--- config.mk ---
export PLATFORM = sky130hd
export DESIGN_NAME = pwm_restart_deadband_steering
export DESIGN_NICKNAME = d
export VERILOG_FILES = /design/src/core/pwm_steer_pkg.sv /design/src/core/deadband_delay.sv /design/src/core/pwm_restart_deadband_steering.sv
export SDC_FILE = /design/constraint.sdc
export NUM_CORES = 1
export LEC_CHECK = 0
export BUFFER_PORTS_ARGS = -buffer_cell sky130_fd_sc_hd__buf_2
export CORE_MARGIN = 2
export CORE_UTILIZATION = 27
export CTS_BUF_LIST = sky130_fd_sc_hd__clkbuf_16
export DETAILED_ROUTE_END_ITERATION = 12
export SYNTH_ARGS = -nofsm -noshare
export SYNTH_HDL_FRONTEND = slang
export SYNTH_SLANG_ARGS = --single-unit
--- constraint.sdc ---
create_clock -name clk_sys -period 2.6 [get_ports clk_sys]
set_input_delay 0 -clock clk_sys [delete_from_list [all_inputs] [get_ports clk_sys]]
set_output_delay 0 -clock clk_sys [all_outputs]
set_load 0.005 [all_outputs]
--- src/core/pwm_steer_pkg.sv ---
// Package: register map, field layout, reset values and timing for the PWM restart/dead-band/steering block
//
// Overview of operation
// Restart-enable set: event flag self-clears when shutdown condition goes away.
// Restart-enable clear: outputs stay shut down until software clears the flag.
// Active-going edges are delayed by delay-count instruction cycles.
// Steering only when capture mode bits 3:2 are 11 and output config 00.
// Same PWM signal may drive any combination of the four pins.
// Steering bit 1 puts PWM on pin; 0 gives pin back to port.
// Polarity of all steered pins comes from capture mode bits 1:0.
// Shutdown forces only steered pins; port-controlled pins are untouched.
// Sync clear: new steering applies right after the writing instruction.
// Sync set: new steering applies at start of next PWM period.
// Steering register upper three bits read zero; resets with only pin A enabled.
// Waveform reaches a pin only when its direction bit is 0 (output).
// Software must set at least one steering bit for any waveform output.
// In sleep the block freezes and driven pins keep their level.
// Primary idle keeps running; other managed modes clock the period timer elsewhere.
// Dead-band delay applies only on inactive-to-active transitions.
// After shutdown clears, output restarts at beginning of next PWM period.
// Software writes to the event flag are ignored while shutdown condition persists.
// Delay count zero gives no dead-band delay.
// Synced steering writes go to a shadow copy applied at period boundary.
package pwm_steer_pkg;

    // ==========================================
    // Register map
    localparam logic [1:0] ADDR_RESTART_DELAY = 2'h0;
    localparam logic [1:0] ADDR_STEERING      = 2'h1;
    localparam logic [1:0] ADDR_SHUTDOWN      = 2'h2;

    // ==========================================
    // Field positions
    localparam int RESTART_BIT    = 7;
    localparam int SYNC_BIT       = 4;
    localparam int FLAG_BIT       = 7;

    // ==========================================
    // Reset values
    localparam logic [7:0] RESTART_DELAY_RST = 8'h00;
    localparam logic [3:0] STEER_EN_RST      = 4'h1;
    localparam logic       STEER_SYNC_RST    = 1'b0;

    // ==========================================
    // Timing: one instruction cycle is four oscillator periods
    localparam int          OSC_PER_INSTR   = 4;
    localparam logic [1:0]  INSTR_DIV_LAST  = 2'(OSC_PER_INSTR - 1);

    // Mode codes for single-output PWM
    localparam logic [1:0] MODE_PWM_HI    = 2'b11;
    localparam logic [1:0] CONFIG_SINGLE  = 2'b00;

    // Register bus request
    typedef struct packed {
        logic       wr;
        logic       rd;
        logic [1:0] addr;
        logic [7:0] wdata;
    } bus_req_t;

    // Mode configuration from the neighbouring control register
    typedef struct packed {
        logic [3:0] capture_mode_select;
        logic [1:0] output_config_select;
    } mode_cfg_t;

endpackage

--- src/core/deadband_delay.sv ---
// Dead-band delay of one PWM channel: delays only rising (inactive-to-active) edges
`timescale 1ns/1ps
module deadband_delay
    import pwm_steer_pkg::*;
(
    // Clock and reset
    input  wire logic       clk_sys,
    input  wire logic       arst_n,
    // Timing
    input  wire logic       instr_tick,
    input  wire logic       run,
    input  wire logic [6:0] deadband_delay_count,
    // Signal
    input  wire logic       pwm_in,
    output logic            pwm_out
);
    logic [6:0] cnt;
    logic [6:0] next_cnt;
    logic       next_pwm_out;

    // Falling edges pass at once; rising edges wait for the count
    always_comb begin
        next_cnt     = cnt;
        next_pwm_out = pwm_out;
        if (run) begin
            if (!pwm_in) begin
                next_pwm_out = 1'b0;
                next_cnt     = 7'h00;
            end else if (!pwm_out) begin
                if (deadband_delay_count == 7'h00) begin
                    next_pwm_out = 1'b1;
                end else if (instr_tick) begin
                    if (cnt + 7'h01 >= deadband_delay_count) begin
                        next_pwm_out = 1'b1;
                        next_cnt     = 7'h00;
                    end else begin
                        next_cnt = cnt + 7'h01;
                    end
                end
            end
        end
    end

    // Register stage
    always_ff @(posedge clk_sys or negedge arst_n) begin
        if (!arst_n) begin
            cnt     <= 7'h00;
            pwm_out <= 1'b0;
        end else begin
            cnt     <= next_cnt;
            pwm_out <= next_pwm_out;
        end
    end
endmodule

--- src/core/pwm_restart_deadband_steering.sv ---
// Top: restart control, dead-band delay and pulse steering onto four output pins
//
// Chosen here: the address-and-strobe port and the register addresses.
`timescale 1ns/1ps
module pwm_restart_deadband_steering
    import pwm_steer_pkg::*;
(
    // Clock and reset
    input  wire logic                    clk_sys,
    input  wire logic                    arst_n,
    // Register port
    input  wire pwm_steer_pkg::bus_req_t bus_req,
    output logic [7:0]                   rdata,
    // Mode and environment
    input  wire pwm_steer_pkg::mode_cfg_t mode_cfg,
    input  wire logic                    sleep_mode,
    input  wire logic                    primary_idle_mode,
    input  wire logic                    managed_clk_tick,
    // Raw PWM from the duty generator and period boundary
    input  wire logic                    pwm_raw,
    input  wire logic                    period_start,
    // Shutdown source level and pin states
    input  wire logic                    shutdown_cond,
    input  wire logic [1:0]              shutdown_state_ac,
    input  wire logic [1:0]              shutdown_state_bd,
    // Port side
    input  wire logic [3:0]              pin_direction_bit,
    input  wire logic [3:0]              port_data,
    // Pins
    output logic                         pwm_out_a,
    output logic                         pwm_out_b,
    output logic                         pwm_out_c,
    output logic                         pwm_out_d,
    output logic [3:0]                   pin_oe,
    output logic                         shutdown_event_flag,
    output logic                         steer_active
);
    // ==========================================
    // Registers
    logic       restart_auto_enable;
    logic [6:0] deadband_delay_count;
    logic       steer_sync_select;
    logic [3:0] steer_shadow;
    logic [3:0] steer_live;
    logic       flag;
    logic       restart_wait;
    logic [1:0] div_cnt;
    logic       next_restart_auto_enable;
    logic [6:0] next_deadband_delay_count;
    logic       next_steer_sync_select;
    logic [3:0] next_steer_shadow;
    logic [3:0] next_steer_live;
    logic       next_flag;
    logic       next_restart_wait;
    logic [1:0] next_div_cnt;
    logic [7:0] next_rdata;
    logic       run;
    logic       instr_tick;
    logic       mode_ok;
    logic       pwm_delayed;
    logic       pwm_pol;
    logic [3:0] next_pins;
    logic [3:0] next_oe;
    logic [3:0] pins_q;
    logic [1:0] sd_state [4];

    // Frozen in sleep; the mode and external tick terms are ORed with 1, so the divider alone paces time in every mode
    assign run = !sleep_mode;
    assign instr_tick = run && (primary_idle_mode || !managed_clk_tick || 1'b1)
                        && (div_cnt == INSTR_DIV_LAST);
    assign mode_ok = (mode_cfg.capture_mode_select[3:2] == MODE_PWM_HI)
                     && (mode_cfg.output_config_select == CONFIG_SINGLE);

    // Instruction-cycle divider
    always_comb begin
        next_div_cnt = div_cnt;
        if (run) begin
            next_div_cnt = div_cnt + 2'h1;
        end
    end

    // Register writes, restart logic and steering update
    always_comb begin
        next_restart_auto_enable  = restart_auto_enable;
        next_deadband_delay_count = deadband_delay_count;
        next_steer_sync_select    = steer_sync_select;
        next_steer_shadow         = steer_shadow;
        next_steer_live           = steer_live;
        next_flag                 = flag;
        next_restart_wait         = restart_wait;
        next_rdata                = 8'h00;
        if (run) begin
            if (bus_req.wr) begin
                unique case (bus_req.addr)
                    ADDR_RESTART_DELAY: begin
                        next_restart_auto_enable  = bus_req.wdata[RESTART_BIT];
                        next_deadband_delay_count = bus_req.wdata[6:0];
                    end
                    ADDR_STEERING: begin
                        next_steer_sync_select = bus_req.wdata[SYNC_BIT];
                        next_steer_shadow      = bus_req.wdata[3:0];
                        if (!bus_req.wdata[SYNC_BIT]) begin
                            next_steer_live = bus_req.wdata[3:0];
                        end
                    end
                    ADDR_SHUTDOWN: begin
                        if (!shutdown_cond) begin
                            next_flag = bus_req.wdata[FLAG_BIT];
                            if (flag && !bus_req.wdata[FLAG_BIT]) begin
                                next_restart_wait = 1'b1;
                            end
                        end
                    end
                    default: begin
                    end
                endcase
            end
            // Hardware clear when the condition has gone
            if (flag && restart_auto_enable && !shutdown_cond) begin
                next_flag         = 1'b0;
                next_restart_wait = 1'b1;
            end
            // Set wins over any clear
            if (shutdown_cond) begin
                next_flag         = 1'b1;
                next_restart_wait = 1'b0;
            end
            if (period_start) begin
                next_restart_wait = 1'b0;
                if (steer_sync_select) begin
                    next_steer_live = next_steer_shadow;
                end
            end
        end
        if (bus_req.rd) begin
            unique case (bus_req.addr)
                ADDR_RESTART_DELAY: next_rdata = {restart_auto_enable, deadband_delay_count};
                ADDR_STEERING:      next_rdata = {3'b000, steer_sync_select, steer_shadow};
                ADDR_SHUTDOWN:      next_rdata = {flag, 7'h00};
                default:            next_rdata = 8'h00;
            endcase
        end
    end

    // Dead-band on the raw waveform
    deadband_delay u_deadband (
        .clk_sys              (clk_sys),
        .arst_n               (arst_n),
        .instr_tick           (instr_tick),
        .run                  (run),
        .deadband_delay_count (deadband_delay_count),
        .pwm_in               (pwm_raw),
        .pwm_out              (pwm_delayed)
    );

    // Polarity: bit0 picks A/C pair level, bit1 B/D; active-low when set
    assign pwm_pol = pwm_delayed;
    assign sd_state[0] = shutdown_state_ac;
    assign sd_state[1] = shutdown_state_bd;
    assign sd_state[2] = shutdown_state_ac;
    assign sd_state[3] = shutdown_state_bd;

    // Pin multiplexing
    always_comb begin
        next_pins = pins_q;
        next_oe   = pin_oe;
        if (run) begin
            for (int i = 0; i < 4; i++) begin
                if (mode_ok && steer_live[i]) begin
                    next_pins[i] = pwm_pol ^ mode_cfg.capture_mode_select[i[0]];
                    next_oe[i]   = !pin_direction_bit[i];
                    if (flag || restart_wait) begin
                        next_pins[i] = sd_state[i][0];
                        next_oe[i]   = !pin_direction_bit[i] && !sd_state[i][1];
                    end
                end else begin
                    next_pins[i] = port_data[i];
                    next_oe[i]   = !pin_direction_bit[i];
                end
            end
        end
    end

    // State registers
    always_ff @(posedge clk_sys or negedge arst_n) begin
        if (!arst_n) begin
            restart_auto_enable  <= RESTART_DELAY_RST[RESTART_BIT];
            deadband_delay_count <= RESTART_DELAY_RST[6:0];
            steer_sync_select    <= STEER_SYNC_RST;
            steer_shadow         <= STEER_EN_RST;
            steer_live           <= STEER_EN_RST;
            flag                 <= 1'b0;
            restart_wait         <= 1'b0;
            div_cnt              <= 2'h0;
            rdata                <= 8'h00;
            pins_q               <= 4'h0;
            pin_oe               <= 4'h0;
            shutdown_event_flag  <= 1'b0;
            steer_active         <= 1'b0;
            pwm_out_a            <= 1'b0;
            pwm_out_b            <= 1'b0;
            pwm_out_c            <= 1'b0;
            pwm_out_d            <= 1'b0;
        end else begin
            restart_auto_enable  <= next_restart_auto_enable;
            deadband_delay_count <= next_deadband_delay_count;
            steer_sync_select    <= next_steer_sync_select;
            steer_shadow         <= next_steer_shadow;
            steer_live           <= next_steer_live;
            flag                 <= next_flag;
            restart_wait         <= next_restart_wait;
            div_cnt              <= next_div_cnt;
            rdata                <= next_rdata;
            pins_q               <= next_pins;
            pin_oe               <= next_oe;
            shutdown_event_flag  <= next_flag;
            steer_active         <= mode_ok;
            pwm_out_a            <= next_pins[0];
            pwm_out_b            <= next_pins[1];
            pwm_out_c            <= next_pins[2];
            pwm_out_d            <= next_pins[3];
        end
    end
endmodule

-- Word-level counts from Yosys, hierarchy flattened
Index checks and enable logic that the tools add are counted.
- $lt $le $gt $ge: 1
- reduce and logical (&&, ||, !) cells: 36
- equal/unequal tests: 7
- bitwise logic cells: 3
- $add $sub $neg: 2
- multiplexer cells: 44
- operator list (kind ; count):
    2-to-1 mux 7 bit ; 5
    2-to-1 mux 4 bit ; 8
    2-to-1 mux 1 bit ; 29
    one-hot mux 8 bit (3 select lines) ; 1
    logical AND 1 bit ; 13
    nonzero test 4 bit ; 3
    zero test 1 bit ; 9
    AND reduction 3 bit ; 3
    2-to-1 mux 8 bit ; 1
    AND reduction 4 bit ; 2
    adder 7 x 1 -> 7 bit (second input constant) ; 1
    >= comparator 7 bit ; 1
    zero test 7 bit ; 1
    == test 2 bit (second input constant) ; 3
    nonzero test 3 bit ; 2
    zero test 2 bit ; 2
    inequality test 2 bit (second input constant) ; 2
    adder 2 x 1 -> 2 bit (second input constant) ; 1
    == test 2 x 1 -> 1 bit (second input constant) ; 1
    inequality test 2 x 1 -> 1 bit (second input constant) ; 1
    XOR 1 bit ; 2
    logical OR 1 bit ; 1
    inverter 1 bit ; 1
- word-level logic and storage cells: 111
- register bits after elaboration: 50
- output and inout port bits: 18
- input bits: 38

-- Depth between registers and ports, before layout
- depth after elaboration: 8
- mapped depth: 10
- gate-level depth less buffers: 10

-- Cells and area by module
From an unflattened synthesis, not the netlist that was laid out.
- cells, all modules: 211
- area, all modules: 2464.9 um^2
- modules (own cells, without submodules) (module ; cells an instance ; area an instance (um^2) ; instances ; seq. area each (um^2)):
    pwm_restart_deadband_steering ; 138 ; 1785.5 ; 1 ; 953.4
    deadband_delay ; 73 ; 679.4 ; 1 ; 200.2

-- Least setup slack after synthesis
OpenSTA, ideal clock, no wires.
- kind: register to register
- start point: reg u_deadband.cnt[0]
- end point: reg u_deadband.cnt[0]
- setup slack: 0.500 ns
- required time: 2.524 ns
- data arrival time: 2.023 ns
- setup time: 0.076 ns
- clock period less this slack: 2.100 ns
- path buffers: 0
- cell stages (with the launch flop): 10
- path through: dfrtp_1 > ha_1 > nand3_1 > xnor2_1 > ha_1 > a21oi_1 > a2bb2oi_1 > o21ai_2 > or3_1 > o21ai_1
- cells in the longest elaborated chain, start to end: 7
- ends and longest elaborated chain (what ; RTL line ; RTL):
    from (decl) ; deadband_delay.sv:17 ; logic [6:0] cnt;
    from (signal assigned) ; deadband_delay.sv:50 ; cnt <= next_cnt;
    adder 7 x 1 -> 7 bit (*) ; deadband_delay.sv:33, deadband_delay.sv:37 ;
    >= comparator 7 bit ; deadband_delay.sv:33 ; if (cnt + 7'h01 >= deadband_delay_count) begin
    2-to-1 mux 7 bit (*) ; deadband_delay.sv:33 ;
    2-to-1 mux 7 bit (*) ; deadband_delay.sv:32 ; end else if (instr_tick) begin
    2-to-1 mux 7 bit (*) ; deadband_delay.sv:30 ; if (deadband_delay_count == 7'h00) begin
    2-to-1 mux 7 bit (*) ; deadband_delay.sv:29 ; end else if (!pwm_out) begin
    2-to-1 mux 7 bit (*) ; deadband_delay.sv:26 ; if (!pwm_in) begin
Mark *: on every way between the ends. The rest lies on a longest branch, timed or not. The select of a mux whose other input is x is not followed.
A chain may end at the register's enable or synchronous reset.

-- Final worst setup path
- start point: reg u_deadband.cnt[0]
- end point: reg u_deadband.cnt[1]
Same word-level chain as after synthesis.

==> impl_results.md <==
* Seq/Total Area, Yosys at 50.5%
* Core box area at 8220 sq um
* GP Congestion at 0.754
* Hold Startpoint: bus_req[2]
* Max_cap viols at 0
* Pleak at 1.44 nW
* Largest net degree at the start of global routing at 47
* Setup crit start kind: flop
* Ys async rst share at 100%
* Synth warn at 0
* Crit path kind: reg -> reg
* Final Power at between 2 and 2.5 mW
* Post-Syn Area at between 2000 and 2500 sq um
* Row cnt at 33
* Share of the synthesized area in the top cell type at 48.2%
* Syn Nets at 259
* Area Growth Syn to Fin at 30.3%
* Total gr overflow at 0
* Maximum vdd drop at 259 uV
* EDFF count, synth at 0
* CTS buffer count at 5
* Hold path cells at 3
* Largest area contributor in the netlist: dfrtp_1
* Final count of negative-setup-slack endpoints at 0
* Multi-input gate area at approximately 1100 sq um
* PD cells at 711 nW/um^2
* CTS root buf: clkbuf_16
* Per-cell routed wire length at 13.1 um
* Unrepaired setup endpoints after global routing: no
* H-tree depth at 2
* # fillers at 817
* Critical path arrival at 2530 ps
* Setup crit end kind: flop
* Required @ worst endpoint at ~2800 ps
* Hold Path Class: in -> reg
* Vias per cell at 4.61
* Final nets at 328
* Top Ports at 56
* First-pass GRT wire length at just over 8 mm
* ANT cells at 0
* Most frequent cells after synthesis: 44 x dfrtp_1, 25 x nand2_1, 15 x nor2_1
* Worst hold margin at ~0.028 ps
* Slew HR at 30.2%
* DR vias at 1783
* Total global routing track utilization at 11.7%
* Antenna violations before repair at 0
* # DRC at 0
* Worst reg2reg endpoint: u_deadband.cnt[1]$_DFFE_PN0P_
* Die width at about 96 um
* Status: completed
* Synth top area cells: dfrtp_1 48%, ha_1 4.9%, mux2i_1 4.8%
* Worst-path fanout max at 6
* Drt pass-1 iters at 4
* TritonCTS clock tree: done
* DRT iter0 DRCs at 47
* Hold path endpoint: deadband_delay_count[2]$_DFFE_PN0P_
* Shortest period the worst path allows at roughly 2300 ps
* Slew Limit Fails at 0
* Area of placed instances at 2670 sq um
* Setup_tns at 0 ps
* Design Area, Final at ~3000 sq um
* Clock slew at reported path FFs at 60 ps
* Primary FF master, synth: dfrtp_1
* Most common cell in the netlist: dfrtp_1
* Reg area at around 1200 sq um
* Cells after synthesis at 212
* Peak Freq at 431 MHz
* Share of layout cells above drive strength 1 at 28.7%
* Clock Latency Late Sink at 280 ps
* Final Hold Viols at 0
* Syn avg cell area at 10.8 sq um
* Worst reg-to-reg path cell count at 9
* Post-CTS setup buffer count at 0
* Yosys cell types at 40
* Vias in the first global route at ~1800
* R2R Path Start: u_deadband.cnt[0]$_DFFE_PN0P_
* R2R setup slack at 280 ps
* Initial Utilization at 27.8%
* Fin Clk Skew at about 5 ps
* Flops & latches, synth at 46
* Detail Placement HPWL at 3.75 mm
* Post-Route WL at 5.09 mm
* Final ANT Viol Nets at 0
* Die Area at 9200 sq um
* Clock sinks at 46
* Die Span Y at approximately 96 um
* Buffers on Ports at 53
* Final period utilization at 89.2%
* CTS max path bufs at 2
* Slew @ Worst Pin at 1050 ps
[worst max-delay path by stage]
stage	from	end	depth (start not counted)
2_1_floorplan	u_deadband.cnt[0]$_DFFE_PN0P_	u_deadband.cnt[0]$_DFFE_PN0P_	9
3_3_place_gp	u_deadband.cnt[0]$_DFFE_PN0P_	u_deadband.cnt[1]$_DFFE_PN0P_	9
3_5_place_dp	u_deadband.cnt[0]$_DFFE_PN0P_	u_deadband.cnt[1]$_DFFE_PN0P_	9
4_1_cts	u_deadband.cnt[0]$_DFFE_PN0P_	u_deadband.cnt[1]$_DFFE_PN0P_	9
5_1_grt	u_deadband.cnt[0]$_DFFE_PN0P_	u_deadband.cnt[1]$_DFFE_PN0P_	9
6_report	u_deadband.cnt[0]$_DFFE_PN0P_	u_deadband.cnt[1]$_DFFE_PN0P_	9
[area by class of cell]
cell class,count,share of cell area (%)
multi-input combinational,153,36.6
clock buffer,5,4.21
inverter,8,1.01
timing repair buffer,67,13.5
clock inverter,3,1.39
sequential,46,38.8
tap,105,4.42
[registers in the layout, indices dropped and copies added, names as in the netlist]
register	cells
deadband_delay_count	7
div_cnt	2
flag	1
pin_oe	4
pins_q	4
rdata	8
restart_auto_enable	1
restart_wait	1
steer_active	1
steer_live	4
steer_shadow	4
steer_sync_select	1
u_deadband.cnt	7
u_deadband.pwm_out	1
[worst max-delay path, stage by stage, from the launching register on]
cell,delay (ps)
dfrtp_1,440
ha_2,240
nand3_1,120
xnor2_2,160
ha_1,300
a21oi_1,160
a2bb2oi_1,190
o21ai_2,110
or3_1,390
o21ai_1,130
[through the flow]
step	instances	utilization, %	setup slack [ps]
finish	387	36.2	282
global route	387	36.2	8.84
CTS	387	36.1	210
detailed placement	366	32.5	227
global placement	366	32.5	321
floorplan	212	-	500
[kinds of logic after synthesis]
family / share of synthesized area, %
mux: 9.27
fa+ha+maj: 4.93
buf+inv: 2.14
simple gates: 14.9
flops: 50.5
compound gates: 15.5
xor+xnor: 2.69
[power breakdown]
group	internal [mW]	leakage, nW	total (mW)	switching [mW]
registers	0.845	0.578	0.954	0.110
logic	0.236	0.784	0.454	0.218
clock network	0.450	0.0812	0.706	0.256
[layout by cell type (no fill, tap or decap), types with 2 or more instances in the layout]
cell / netlist / layout
nand3_1: 4 / 4
a22o_1: 4 / 4
dlygate4sd3_1: 0 / 13
o21ai_1: 9 / 9
nor3b_1: 2 / 2
xnor2_1: 5 / 4
buf_2: 0 / 53
mux2i_1: 11 / 11
xor2_1: 2 / 2
dfrtp_1: 44 / 44
nor3_1: 5 / 5
dfstp_2: 2 / 2
inv_1: 8 / 9
nor2_1: 15 / 15
a311oi_1: 4 / 4
nand2b_1: 4 / 4
o22a_1: 8 / 8
o21ai_0: 4 / 4
mux2_2: 9 / 9
nor4_1: 3 / 3
clkbuf_16: 0 / 5
nor2b_1: 2 / 2
ha_1: 9 / 8
nand2_1: 25 / 25
a21oi_1: 5 / 5
a21o_1: 7 / 7
a31oi_1: 2 / 2
[routing by layer]
layer,global-route usage [%],up-vias,part of all wire [%]
li1,-,906,-
met5,0,-,0
met1,15.2,845,47
met3,3.29,7,3.7
met2,19.2,25,49
met4,2.86,0,0.90
[repair_timing]
action,in CTS,in global routing
gates resized for setup,0,2
endpoints found under the hold margin,57,0
setup endpoints to repair,0,6
hold buffers,13,0
No activity file was read; power rests on OpenSTA's default activity.
